--- src/core/omq_regs.svh ---
/*
  Register map, field positions and fixed widths of the ordered multicast
  queue linker. Assumes it is included by the package and the design files.
*/
// Function
// - Once a multicast frame is fully queued, attach it to every chosen transmit queue.
// - Without external matching, destinations are active ports in receiving port's VLAN map.
// - With external matching, destinations are active ports in the external bitmap.
// - Each chosen queue's forward pointer is set to the shared chain head.
// - Index buffer holds one continuation pointer per port, updated as frames follow.
// - Index buffer holds a tag recording which targeted ports still owe transmission.
// - Multicast buffers are freed only after the last port tag clears.
// - Chain head is kept as the index buffer's return address.
// - Free by writing free-queue top into chain tail, then return address becomes top.
// - Internal matching never sends a frame back out of its receiving port.
// - Ordered multicast handling works only while its select bit is set.
// - At end of a multicast frame an index buffer is appended to the receive queue.
// - An index buffer is marked by setting bit 23 of its tag field.
`ifndef OMQ_REGS_SVH
`define OMQ_REGS_SVH

`define OMQ_MAXP         15
`define OMQ_PW           4
`define OMQ_AW           22
`define OMQ_REG_CTRL     32'h0000_0000
`define OMQ_REG_ACTIVE   32'h0000_0004
`define OMQ_REG_STATUS   32'h0000_0008
`define OMQ_REG_VLAN     32'h0000_0040
`define OMQ_VLAN_SPAN    32'h0000_0038
`define OMQ_CTRL_SEL     0
`define OMQ_CTRL_EXT     1
`define OMQ_CTRL_RST     2'h0
`define OMQ_STAT_MAP_LSB 16
`define OMQ_IDX_BIT      23
`define OMQ_IDX_MARK     (32'h1 << `OMQ_IDX_BIT)
`define OMQ_HSIZE_WORD   3'h2

`endif

--- src/core/omq_pkg.sv ---
/*
  Types shared by the ordered multicast queue linker.
  Assumes omq_regs.svh is on the include path.
*/
`include "omq_regs.svh"
package omq_pkg;
  typedef logic [`OMQ_MAXP-1:0] omq_map_t;
  typedef logic [`OMQ_AW-1:0]   omq_addr_t;
  typedef logic [`OMQ_PW-1:0]   omq_port_t;

  // Completed multicast frame handed over by the receive path
  typedef struct packed {
    omq_port_t port;
    omq_addr_t head;
    omq_addr_t tail;
    omq_addr_t idx;
  } omq_rx_t;

  // One word written to buffer memory
  typedef struct packed {
    omq_addr_t   addr;
    logic [31:0] data;
  } omq_mem_t;

  typedef enum {OMQ_IDLE, OMQ_FREE_PTR, OMQ_FREE_TOP} omq_state_t;
endpackage

--- src/core/omq_ahb_slave.sv ---
/*
  AHB-Lite slave front end: zero wait states, always OKAY.
  Assumes the register file answers rdAddr combinationally.
*/
`timescale 1ns/1ps
`include "omq_regs.svh"
module omq_ahb_slave (
  // Clock and reset
  input  wire logic        clock,
  input  wire logic        rst,
  // AHB-Lite
  input  wire logic        hsel,
  input  wire logic [31:0] haddr,
  input  wire logic [1:0]  htrans,
  input  wire logic        hwrite,
  input  wire logic [2:0]  hsize,
  input  wire logic [31:0] hwdata,
  input  wire logic        hready,
  output logic             hreadyout,
  output logic             hresp,
  output logic [31:0]      hrdata,
  // Register file side
  output logic [31:0]      rdAddr,
  input  wire logic [31:0] rdData,
  output logic             wrEn,
  output logic [31:0]      wrAddr,
  output logic [31:0]      wrData
);
  logic addrPhase;
  logic wrPend;

  assign addrPhase = hsel && htrans[1] && hready && hsize == `OMQ_HSIZE_WORD;
  assign hreadyout = 1'b1;
  assign hresp     = 1'b0;
  assign rdAddr    = haddr;
  assign wrEn      = wrPend;
  assign wrData    = hwdata;

  // Write address held into the data phase
  always_ff @(posedge clock or posedge rst) begin
    if (rst) begin
      wrPend <= 1'b0;
      wrAddr <= '0;
    end else begin
      wrPend <= addrPhase && hwrite;
      if (addrPhase && hwrite) begin
        wrAddr <= haddr;
      end
    end
  end

  // Read data captured at the end of the address phase
  always_ff @(posedge clock or posedge rst) begin
    if (rst) begin
      hrdata <= '0;
    end else if (addrPhase && !hwrite) begin
      hrdata <= rdData;
    end
  end
endmodule

--- src/core/omq_linker.sv ---
/*
  Ordered multicast queue linker: links a stored multicast chain onto
  several transmit queues, tracks per-port completion in an index buffer
  table and returns the chain to the free queue. Assumes the receive path,
  transmit queues and free queue manager sit outside on the same clock.
*/
// The implementer's own choices: the AHB-Lite interface to the registers and the placing of the registers.
`timescale 1ns/1ps
`include "omq_regs.svh"
module omq_linker #(
  parameter int NUM_PORTS = 15,
  parameter int ENTRIES   = 4,
  parameter int EW        = $clog2(ENTRIES)
) (
  // Clock and reset
  input  wire logic               clock,
  input  wire logic               rst,
  // AHB-Lite register bus
  input  wire logic               hsel,
  input  wire logic [31:0]        haddr,
  input  wire logic [1:0]         htrans,
  input  wire logic               hwrite,
  input  wire logic [2:0]         hsize,
  input  wire logic [31:0]        hwdata,
  input  wire logic               hready,
  output logic                    hreadyout,
  output logic                    hresp,
  output logic [31:0]             hrdata,
  // Completed multicast frame
  input  wire logic               rxValid,
  input  wire omq_pkg::omq_rx_t   rxFrame,
  output logic                    rxReady,
  // External match bitmap
  input  wire omq_pkg::omq_map_t  externalMatchPort,
  // Transmit queue linking
  output logic                    linkValid,
  output omq_pkg::omq_map_t       linkMap,
  output omq_pkg::omq_addr_t      linkHead,
  output logic [EW-1:0]           linkEntry,
  // Frame appended behind the multicast data
  input  wire logic               appValid,
  input  wire omq_pkg::omq_port_t appPort,
  input  wire omq_pkg::omq_addr_t appHead,
  // Port finished the multicast data
  input  wire logic               doneValid,
  input  wire omq_pkg::omq_port_t donePort,
  input  wire logic [EW-1:0]      doneEntry,
  output logic                    contValid,
  output logic                    contFound,
  output omq_pkg::omq_addr_t      contPtr,
  // Buffer memory and free queue
  output logic                    memValid,
  output omq_pkg::omq_mem_t       memWrite,
  input  wire omq_pkg::omq_addr_t freeTop,
  output logic                    freeLoad,
  output omq_pkg::omq_addr_t      freeNewTop
);
  import omq_pkg::*;

  if (NUM_PORTS < 1 || NUM_PORTS > `OMQ_MAXP || ENTRIES < 2 || ENTRIES != 2 ** EW) begin : g_bad
    $error("omq_linker: unsupported NUM_PORTS or ENTRIES");
  end

  localparam omq_map_t PORT_MASK = omq_map_t'((1 << NUM_PORTS) - 1);

  function automatic omq_map_t portBit(input omq_port_t p);
    portBit = omq_map_t'(1) << p;
  endfunction

  function automatic logic inPorts(input omq_port_t p);
    inPorts = 32'(p) < NUM_PORTS;
  endfunction

  function automatic logic vlanHit(input logic [31:0] a);
    vlanHit = a >= `OMQ_REG_VLAN && a <= `OMQ_REG_VLAN + `OMQ_VLAN_SPAN;
  endfunction

  function automatic omq_port_t vlanIdx(input logic [31:0] a);
    logic [31:0] off;
    off     = a - `OMQ_REG_VLAN;
    vlanIdx = off[`OMQ_PW+1:2];
  endfunction

  // ==========================================================
  // Registers
  logic [1:0]    ctrl;
  omq_map_t      active;
  omq_map_t      vlan [`OMQ_MAXP];
  logic          wrEn;
  logic [31:0]   wrAddr;
  logic [31:0]   wrData;
  logic [31:0]   rdAddr;
  logic [31:0]   rdData;
  logic          select;
  logic          extOn;

  // Entry table standing for the index buffers
  logic [ENTRIES-1:0] entValid;
  omq_map_t      entTag [ENTRIES];
  omq_addr_t     entRet [ENTRIES];
  omq_addr_t     entTail [ENTRIES];
  omq_addr_t     fwdPtr [ENTRIES][`OMQ_MAXP];
  omq_map_t      fwdSet [ENTRIES];
  logic [EW-1:0] lastEntry [`OMQ_MAXP];
  omq_map_t      hasLast;

  omq_state_t    state;
  logic [EW-1:0] cur;
  logic [EW-1:0] slot;
  logic [EW-1:0] freeSel;
  logic          slotFree;
  logic          freePend;
  logic          linkFire;
  omq_map_t      baseMap;
  omq_map_t      destMap;
  omq_port_t     rxPort;
  omq_addr_t     rxHead;
  omq_addr_t     rxIdx;

  assign select = ctrl[`OMQ_CTRL_SEL];
  assign extOn  = ctrl[`OMQ_CTRL_EXT];
  assign rxPort = rxFrame.port;
  assign rxHead = rxFrame.head;
  assign rxIdx  = rxFrame.idx;

  omq_ahb_slave u_ahb (
    .clock     (clock),
    .rst       (rst),
    .hsel      (hsel),
    .haddr     (haddr),
    .htrans    (htrans),
    .hwrite    (hwrite),
    .hsize     (hsize),
    .hwdata    (hwdata),
    .hready    (hready),
    .hreadyout (hreadyout),
    .hresp     (hresp),
    .hrdata    (hrdata),
    .rdAddr    (rdAddr),
    .rdData    (rdData),
    .wrEn      (wrEn),
    .wrAddr    (wrAddr),
    .wrData    (wrData)
  );

  // ==========================================================
  // Register file
  always_ff @(posedge clock or posedge rst) begin
    if (rst) begin
      ctrl   <= `OMQ_CTRL_RST;
      active <= '0;
    end else if (wrEn) begin
      if (wrAddr == `OMQ_REG_CTRL) begin
        ctrl <= wrData[1:0];
      end
      if (wrAddr == `OMQ_REG_ACTIVE) begin
        active <= wrData[`OMQ_MAXP-1:0];
      end
    end
  end

  always_ff @(posedge clock or posedge rst) begin
    if (rst) begin
      for (int p = 0; p < `OMQ_MAXP; p++) begin
        vlan[p] <= '0;
      end
    end else if (wrEn && vlanHit(wrAddr)) begin
      vlan[vlanIdx(wrAddr)] <= wrData[`OMQ_MAXP-1:0];
    end
  end

  always_comb begin
    rdData = '0;
    if (rdAddr == `OMQ_REG_CTRL) begin
      rdData = 32'(ctrl);
    end else if (rdAddr == `OMQ_REG_ACTIVE) begin
      rdData = 32'(active);
    end else if (rdAddr == `OMQ_REG_STATUS) begin
      rdData = 32'(entValid) | (32'(linkMap) << `OMQ_STAT_MAP_LSB);
    end else if (vlanHit(rdAddr)) begin
      rdData = 32'(vlan[vlanIdx(rdAddr)]);
    end
  end

  // ==========================================================
  // Destination set and entry selection
  always_comb begin
    if (extOn) begin
      baseMap = externalMatchPort;
    end else begin
      baseMap = inPorts(rxPort) ? vlan[rxPort] : '0;
    end
    destMap = baseMap & active & PORT_MASK;
    if (!extOn) begin
      destMap = destMap & ~portBit(rxPort);
    end
  end

  always_comb begin
    slotFree = 1'b0;
    slot     = '0;
    freePend = 1'b0;
    freeSel  = '0;
    for (int i = ENTRIES - 1; i >= 0; i--) begin
      if (!entValid[i]) begin
        slotFree = 1'b1;
        slot     = EW'(i);
      end
      if (entValid[i] && entTag[i] == '0) begin
        freePend = 1'b1;
        freeSel  = EW'(i);
      end
    end
  end

  // Freeing wins over new links
  assign rxReady  = select && state == OMQ_IDLE && slotFree && !freePend;
  assign linkFire = rxValid && rxReady;

  // ==========================================================
  // Index buffer table
  always_ff @(posedge clock or posedge rst) begin
    if (rst) begin
      entValid <= '0;
      for (int i = 0; i < ENTRIES; i++) begin
        entTag[i]  <= '0;
        entRet[i]  <= '0;
        entTail[i] <= '0;
      end
    end else begin
      if (doneValid) begin
        entTag[doneEntry] <= entTag[doneEntry] & ~portBit(donePort);
      end
      if (linkFire) begin
        entValid[slot] <= 1'b1;
        entTag[slot]   <= destMap;
        entRet[slot]   <= rxHead;
        entTail[slot]  <= rxFrame.tail;
      end
      if (state == OMQ_FREE_TOP) begin
        entValid[cur] <= 1'b0;
      end
    end
  end

  // Per-port continuation pointers
  always_ff @(posedge clock or posedge rst) begin
    if (rst) begin
      hasLast <= '0;
      for (int p = 0; p < `OMQ_MAXP; p++) begin
        lastEntry[p] <= '0;
      end
      for (int i = 0; i < ENTRIES; i++) begin
        fwdSet[i] <= '0;
        for (int p = 0; p < `OMQ_MAXP; p++) begin
          fwdPtr[i][p] <= '0;
        end
      end
    end else begin
      if (appValid && inPorts(appPort) && hasLast[appPort]
          && !fwdSet[lastEntry[appPort]][appPort]) begin
        fwdPtr[lastEntry[appPort]][appPort] <= appHead;
        fwdSet[lastEntry[appPort]][appPort] <= 1'b1;
      end
      if (state == OMQ_FREE_TOP) begin
        for (int p = 0; p < `OMQ_MAXP; p++) begin
          if (lastEntry[p] == cur) begin
            hasLast[p] <= 1'b0;
          end
        end
      end
      if (linkFire) begin
        fwdSet[slot] <= '0;
        for (int p = 0; p < `OMQ_MAXP; p++) begin
          if (destMap[p]) begin
            hasLast[p]   <= 1'b1;
            lastEntry[p] <= slot;
          end
        end
      end
    end
  end

  // Continuation answer to a finishing port
  always_ff @(posedge clock or posedge rst) begin
    if (rst) begin
      contValid <= 1'b0;
      contFound <= 1'b0;
      contPtr   <= '0;
    end else begin
      contValid <= doneValid;
      if (doneValid && inPorts(donePort)) begin
        contPtr   <= fwdPtr[doneEntry][donePort];
        contFound <= fwdSet[doneEntry][donePort];
      end else if (doneValid) begin
        contPtr   <= '0;
        contFound <= 1'b0;
      end
    end
  end

  // ==========================================================
  // Free sequence
  always_ff @(posedge clock or posedge rst) begin
    if (rst) begin
      state <= OMQ_IDLE;
      cur   <= '0;
    end else begin
      unique case (state)
        OMQ_IDLE: begin
          if (freePend) begin
            cur   <= freeSel;
            state <= OMQ_FREE_PTR;
          end
        end
        OMQ_FREE_PTR: state <= OMQ_FREE_TOP;
        OMQ_FREE_TOP: state <= OMQ_IDLE;
      endcase
    end
  end

  always_ff @(posedge clock or posedge rst) begin
    if (rst) begin
      freeLoad   <= 1'b0;
      freeNewTop <= '0;
    end else begin
      freeLoad <= state == OMQ_FREE_TOP;
      if (state == OMQ_FREE_TOP) begin
        freeNewTop <= entRet[cur];
      end
    end
  end

  // ==========================================================
  // Link and memory outputs
  always_ff @(posedge clock or posedge rst) begin
    if (rst) begin
      linkValid <= 1'b0;
      linkMap   <= '0;
      linkHead  <= '0;
      linkEntry <= '0;
    end else begin
      linkValid <= linkFire;
      if (linkFire) begin
        linkMap   <= destMap;
        linkHead  <= rxHead;
        linkEntry <= slot;
      end
    end
  end

  always_ff @(posedge clock or posedge rst) begin
    if (rst) begin
      memValid <= 1'b0;
      memWrite <= '0;
    end else begin
      memValid <= linkFire || state == OMQ_FREE_PTR;
      if (linkFire) begin
        memWrite.addr <= rxIdx;
        memWrite.data <= `OMQ_IDX_MARK | 32'(destMap);
      end else if (state == OMQ_FREE_PTR) begin
        memWrite.addr <= entTail[cur];
        memWrite.data <= 32'(freeTop);
      end
    end
  end
endmodule

--- config.mk ---
export PLATFORM = sky130hd
export DESIGN_NAME = omq_linker
export DESIGN_NICKNAME = d
export VERILOG_FILES = /design/src/core/omq_pkg.sv /design/src/core/omq_ahb_slave.sv /design/src/core/omq_linker.sv
export VERILOG_INCLUDE_DIRS = /design/src /design/src/core
export SDC_FILE = /design/constraint.sdc
export NUM_CORES = 2
export LEC_CHECK = 0
export BUFFER_PORTS_ARGS = -buffer_cell sky130_fd_sc_hd__buf_2
export CAP_MARGIN = 20
export CORE_ASPECT_RATIO = 1.5
export CORE_UTILIZATION = 41
export CTS_CLUSTER_DIAMETER = 30
export DETAILED_ROUTE_END_ITERATION = 6
export RECOVER_POWER = 25
export SLEW_MARGIN = 20
export SYNTH_ARGS = -nofsm -noshare
export SYNTH_HDL_FRONTEND = slang
export SYNTH_SLANG_ARGS = --single-unit
--- constraint.sdc ---
create_clock -name clock -period 160.6 [get_ports clock]
set_clock_uncertainty 0.1 [all_clocks]
set_input_delay 16.06 -clock clock [delete_from_list [all_inputs] [get_ports clock]]
set_output_delay 16.06 -clock clock [all_outputs]
set_load 0.1 [all_outputs]
==> impl_results.md <==
- Crit path max-delay family: buffers and inverters
- Vias per cell: 5.78
- Gr ovfl total: 0
- Htree depth: 5
- Slew margin rel.: -233%
- Worst-path clk slew: 40 ps
- Distinct cell type count after synthesis: 71
- Setup Fix Bufs, Post-CTS: 0
- Pre-antenna DRT Iters: 5
- RSZ-0062 raised after global routing: no
- TNS Setup: 0 ps
- Worst setup SP type: input port
- Overall power: 1740 uW
- Fmax: 37.0 MHz
- Area delta synth->final: 18.0%
- CTS Buf Count: 366
- Power Density: 15.0 nW/um2
- Hold Crit Class: reg2reg
- Yosys warns: 0
- CTS Hold Buffers Added: 0
- Post-Route WL: 287,000 um
- Vias in the first global route: 66,800
- Die area: 242,000 um2
- Setup CP Type: in2async
- Gr usage total: 23.8%
- Status: finished, violations left
- Post-Place Cells: 9,941
- Antenna violations before repair: 30
- Drt initial violations: 4,242
- CTS root buf: clkbuf_16
- Initial core utilization: 41.4%
- # DRC: 0
- Worst setup path startpoint: rst
- Core box area: 238,000 um2
- Worst path slowest cell: clkbuf_1
- Place WS: 137,810 ps
- TritonCTS clock tree: done
- Slew Viols, Final: 1,018
- Sequential area share after synthesis: 53.6%
- Maximum vdd drop: 18.8 uV
- Port buffer count: 361
- Row cnt: 219
- Hold path startpoint: entTail[31]
- Cell Chain, Critical Path: buf_2, clkinvlp_2, clkbuf_1, clkbuf_1, buf_4, buf_6, buf_4, buf_6, buf_6
- Sink Count: 2,107
- CP peak stage delay: 3560 ps
- Post-CTS Resized: 0
- Top-Level Pins: 393
- Tcrit/Tclk final: 16.8%
- Post-synth top flop: dfrtp_1
- Leakage power: 0.0546 uW
- Final #Nets: 7,438
- Global-route wire length before repair: 436,000 um
- Antenna Violating Nets Remaining: 0
- Wirelength per Cell: 27.0 um
- Final Hold Viols: 0
- Width of the die: 402 um
- Largest net degree at the start of global routing: 206
- Synth Register Bits: 2,107
- Post-synthesis cell count: 6,925
- Final Setup Violations: 0
- CP Max Fanout: 93
- Post-synth EDFFs: 0
- Insertion delay to the later sink of the worst-skew pair: 880 ps
- Clock tree buffer depth: 4
- Failing checks: capacitance limit, slew limit
- Buf/Inv on CP: 9
- Worst-Margin Slew: 4990 ps
- Layout cells sized above 1: 44.7%
- Ys async rst share: 100%
- Fin cells: 10,600
- CP Capture Type: asynchronous set/reset pin
- Post-DP HPWL: 170,000 um
- Total number of vias: 61,400
- Die height: 602 um
- Total of max-cap violations: 18
- RD Place Congestion: 0.812
- Crit path DAT: 27,810 ps
- Worst EP required: 161,380 ps
- Most used cell, CP: buf_6
- Avg Inst Size Synth: 14.2 um2
- Mapped Area: 98,400 um2
- Post-layout min period: 27,030 ps
- R2R Path Start: entTag[47]
- Worst Slack Setup Final: 133,570 ps
## state kept, by name, indices dropped and copies added (netlist names), 4 cells and up
| signal | count |
|---|---|
| entTail | 88 |
| entRet | 88 |
| linkMap | 15 |
| linkHead | 22 |
| entTag | 60 |
| entValid | 4 |
| memWrite | 45 |
| u_ahb.hrdata | 30 |
| freeNewTop | 22 |
| active | 15 |
| lastEntry | 30 |
| fwdPtr | 1320 |
| vlan | 225 |
| contPtr | 22 |
| fwdSet | 60 |
| hasLast | 15 |
| u_ahb.wrAddr | 32 |
## worst paths after layout
| check | cells after the start | endpoint | slack [ps] |
|---|---|---|---|
| worst max-delay path | 9 | fwdPtr[1205] | 133570 |
| max in group clock | 12 | fwdPtr[703] | 139450 |
| worst min register to register | 2 | entTail[31] | 370 |
| min in group asynchronous | 2 | fwdPtr[765] | 15650 |
| worst min-delay path | 2 | entTail[31] | 370 |
| worst max register to register | 10 | entRet[85] | 153200 |
## metal layers
metal / GRT usage (%) / up-vias / share of wire (%)
met4: 9.12 / 30 / 3.9
met2: 40.4 / 1872 / 50
met1: 30.2 / 33000 / 41
met5: 0 / - / 0.066
li1: - / 26000 / -
met3: 4.19 / 566 / 5.5
## cell usage in the layout (no fill, tap or decap), types with 95 or more instances in the layout
master,instances
nand2_1,775
buf_4,169
mux2_1,107
nor2_1,95
mux4_2,547
dfrtp_1,2106
clkbuf_16,370
mux2i_1,117
buf_2,293
o21ai_0,196
mux2_2,1519
mux2_4,96
## report_power, final
part / internal, uW / switching, uW / leakage (uW)
Combinational: 104 / 174 / 0.0201
Sequential: 598 / 38.7 / 0.0282
Clock: 535 / 287 / 0.00631
## kinds of logic after synthesis
family | count (synthesis) | share of synthesized area [%]
flops | 2107 | 53.6
buf+inv | 677 | 3.05
fa+ha+maj | 3 | 0.0382
other cells | 2 | 0.00763
compound gates | 579 | 3.87
mux | 2386 | 33.8
xor+xnor | 30 | 0.267
simple gates | 1141 | 5.38
## worst register-to-register path: stages, from the launching register on
cell and delay [ps]:
dfrtp_1 390, nor4_1 570, nand4_1 310, nand3_1 160, or2_2 160, nor2_1 120
nand2_1 130, clkbuf_1 2570, or3_1 2400, nand2_1 220, nand2_1 160
## layout make-up
class	count	area (um2)
Inverter	42	163
Fill cell	20500	122000
Multi-Input combinational cell	4152	43000
Clock buffer	443	10000
Clock inverter	227	3040
Tap cell	3094	3870
Antenna cell	9	22.5
Timing Repair Buffer	550	3300
Sequential cell	2107	52700
## per-stage QoR
stage          area, um2  hold WS [ps]  util, %
6_report          116000           366     48.8
5_1_grt           116000           384     48.8
4_1_cts           116000           370     48.8
3_5_place_dp      103000           357     43.3
3_3_place_gp      103000           355     43.3
2_1_floorplan      98400           340        -
## cells in the mapped netlist, types with 16 or more instances
library cell	count	share of area [%]
a211oi_1	34	0.26
a21o_1	16	0.12
a21oi_1	77	0.39
a221oi_1	23	0.20
a22o_1	20	0.18
a22oi_1	52	0.40
buf_1	68	0.26
buf_2	72	0.37
buf_4	59	0.45
buf_6	20	0.23
clkbuf_1	416	1.6
dfrtp_1	2107	54
inv_1	40	0.15
mux2_1	107	1.2
mux2_2	1519	17
mux2_4	96	1.5
mux2i_1	117	1.2
mux4_2	547	13
nand2_1	775	3.0
nand3_1	42	0.21
nand4_1	30	0.19
nor2_1	97	0.37
nor2b_1	53	0.34
nor3_2	24	0.24
nor4_1	25	0.16
nor4_4	16	0.35
o211ai_1	19	0.15
o21a_1	42	0.32
o21ai_0	197	1.0
o2bb2ai_1	17	0.15
xor2_1	30	0.27
No activity file was read; power rests on OpenSTA's default activity.
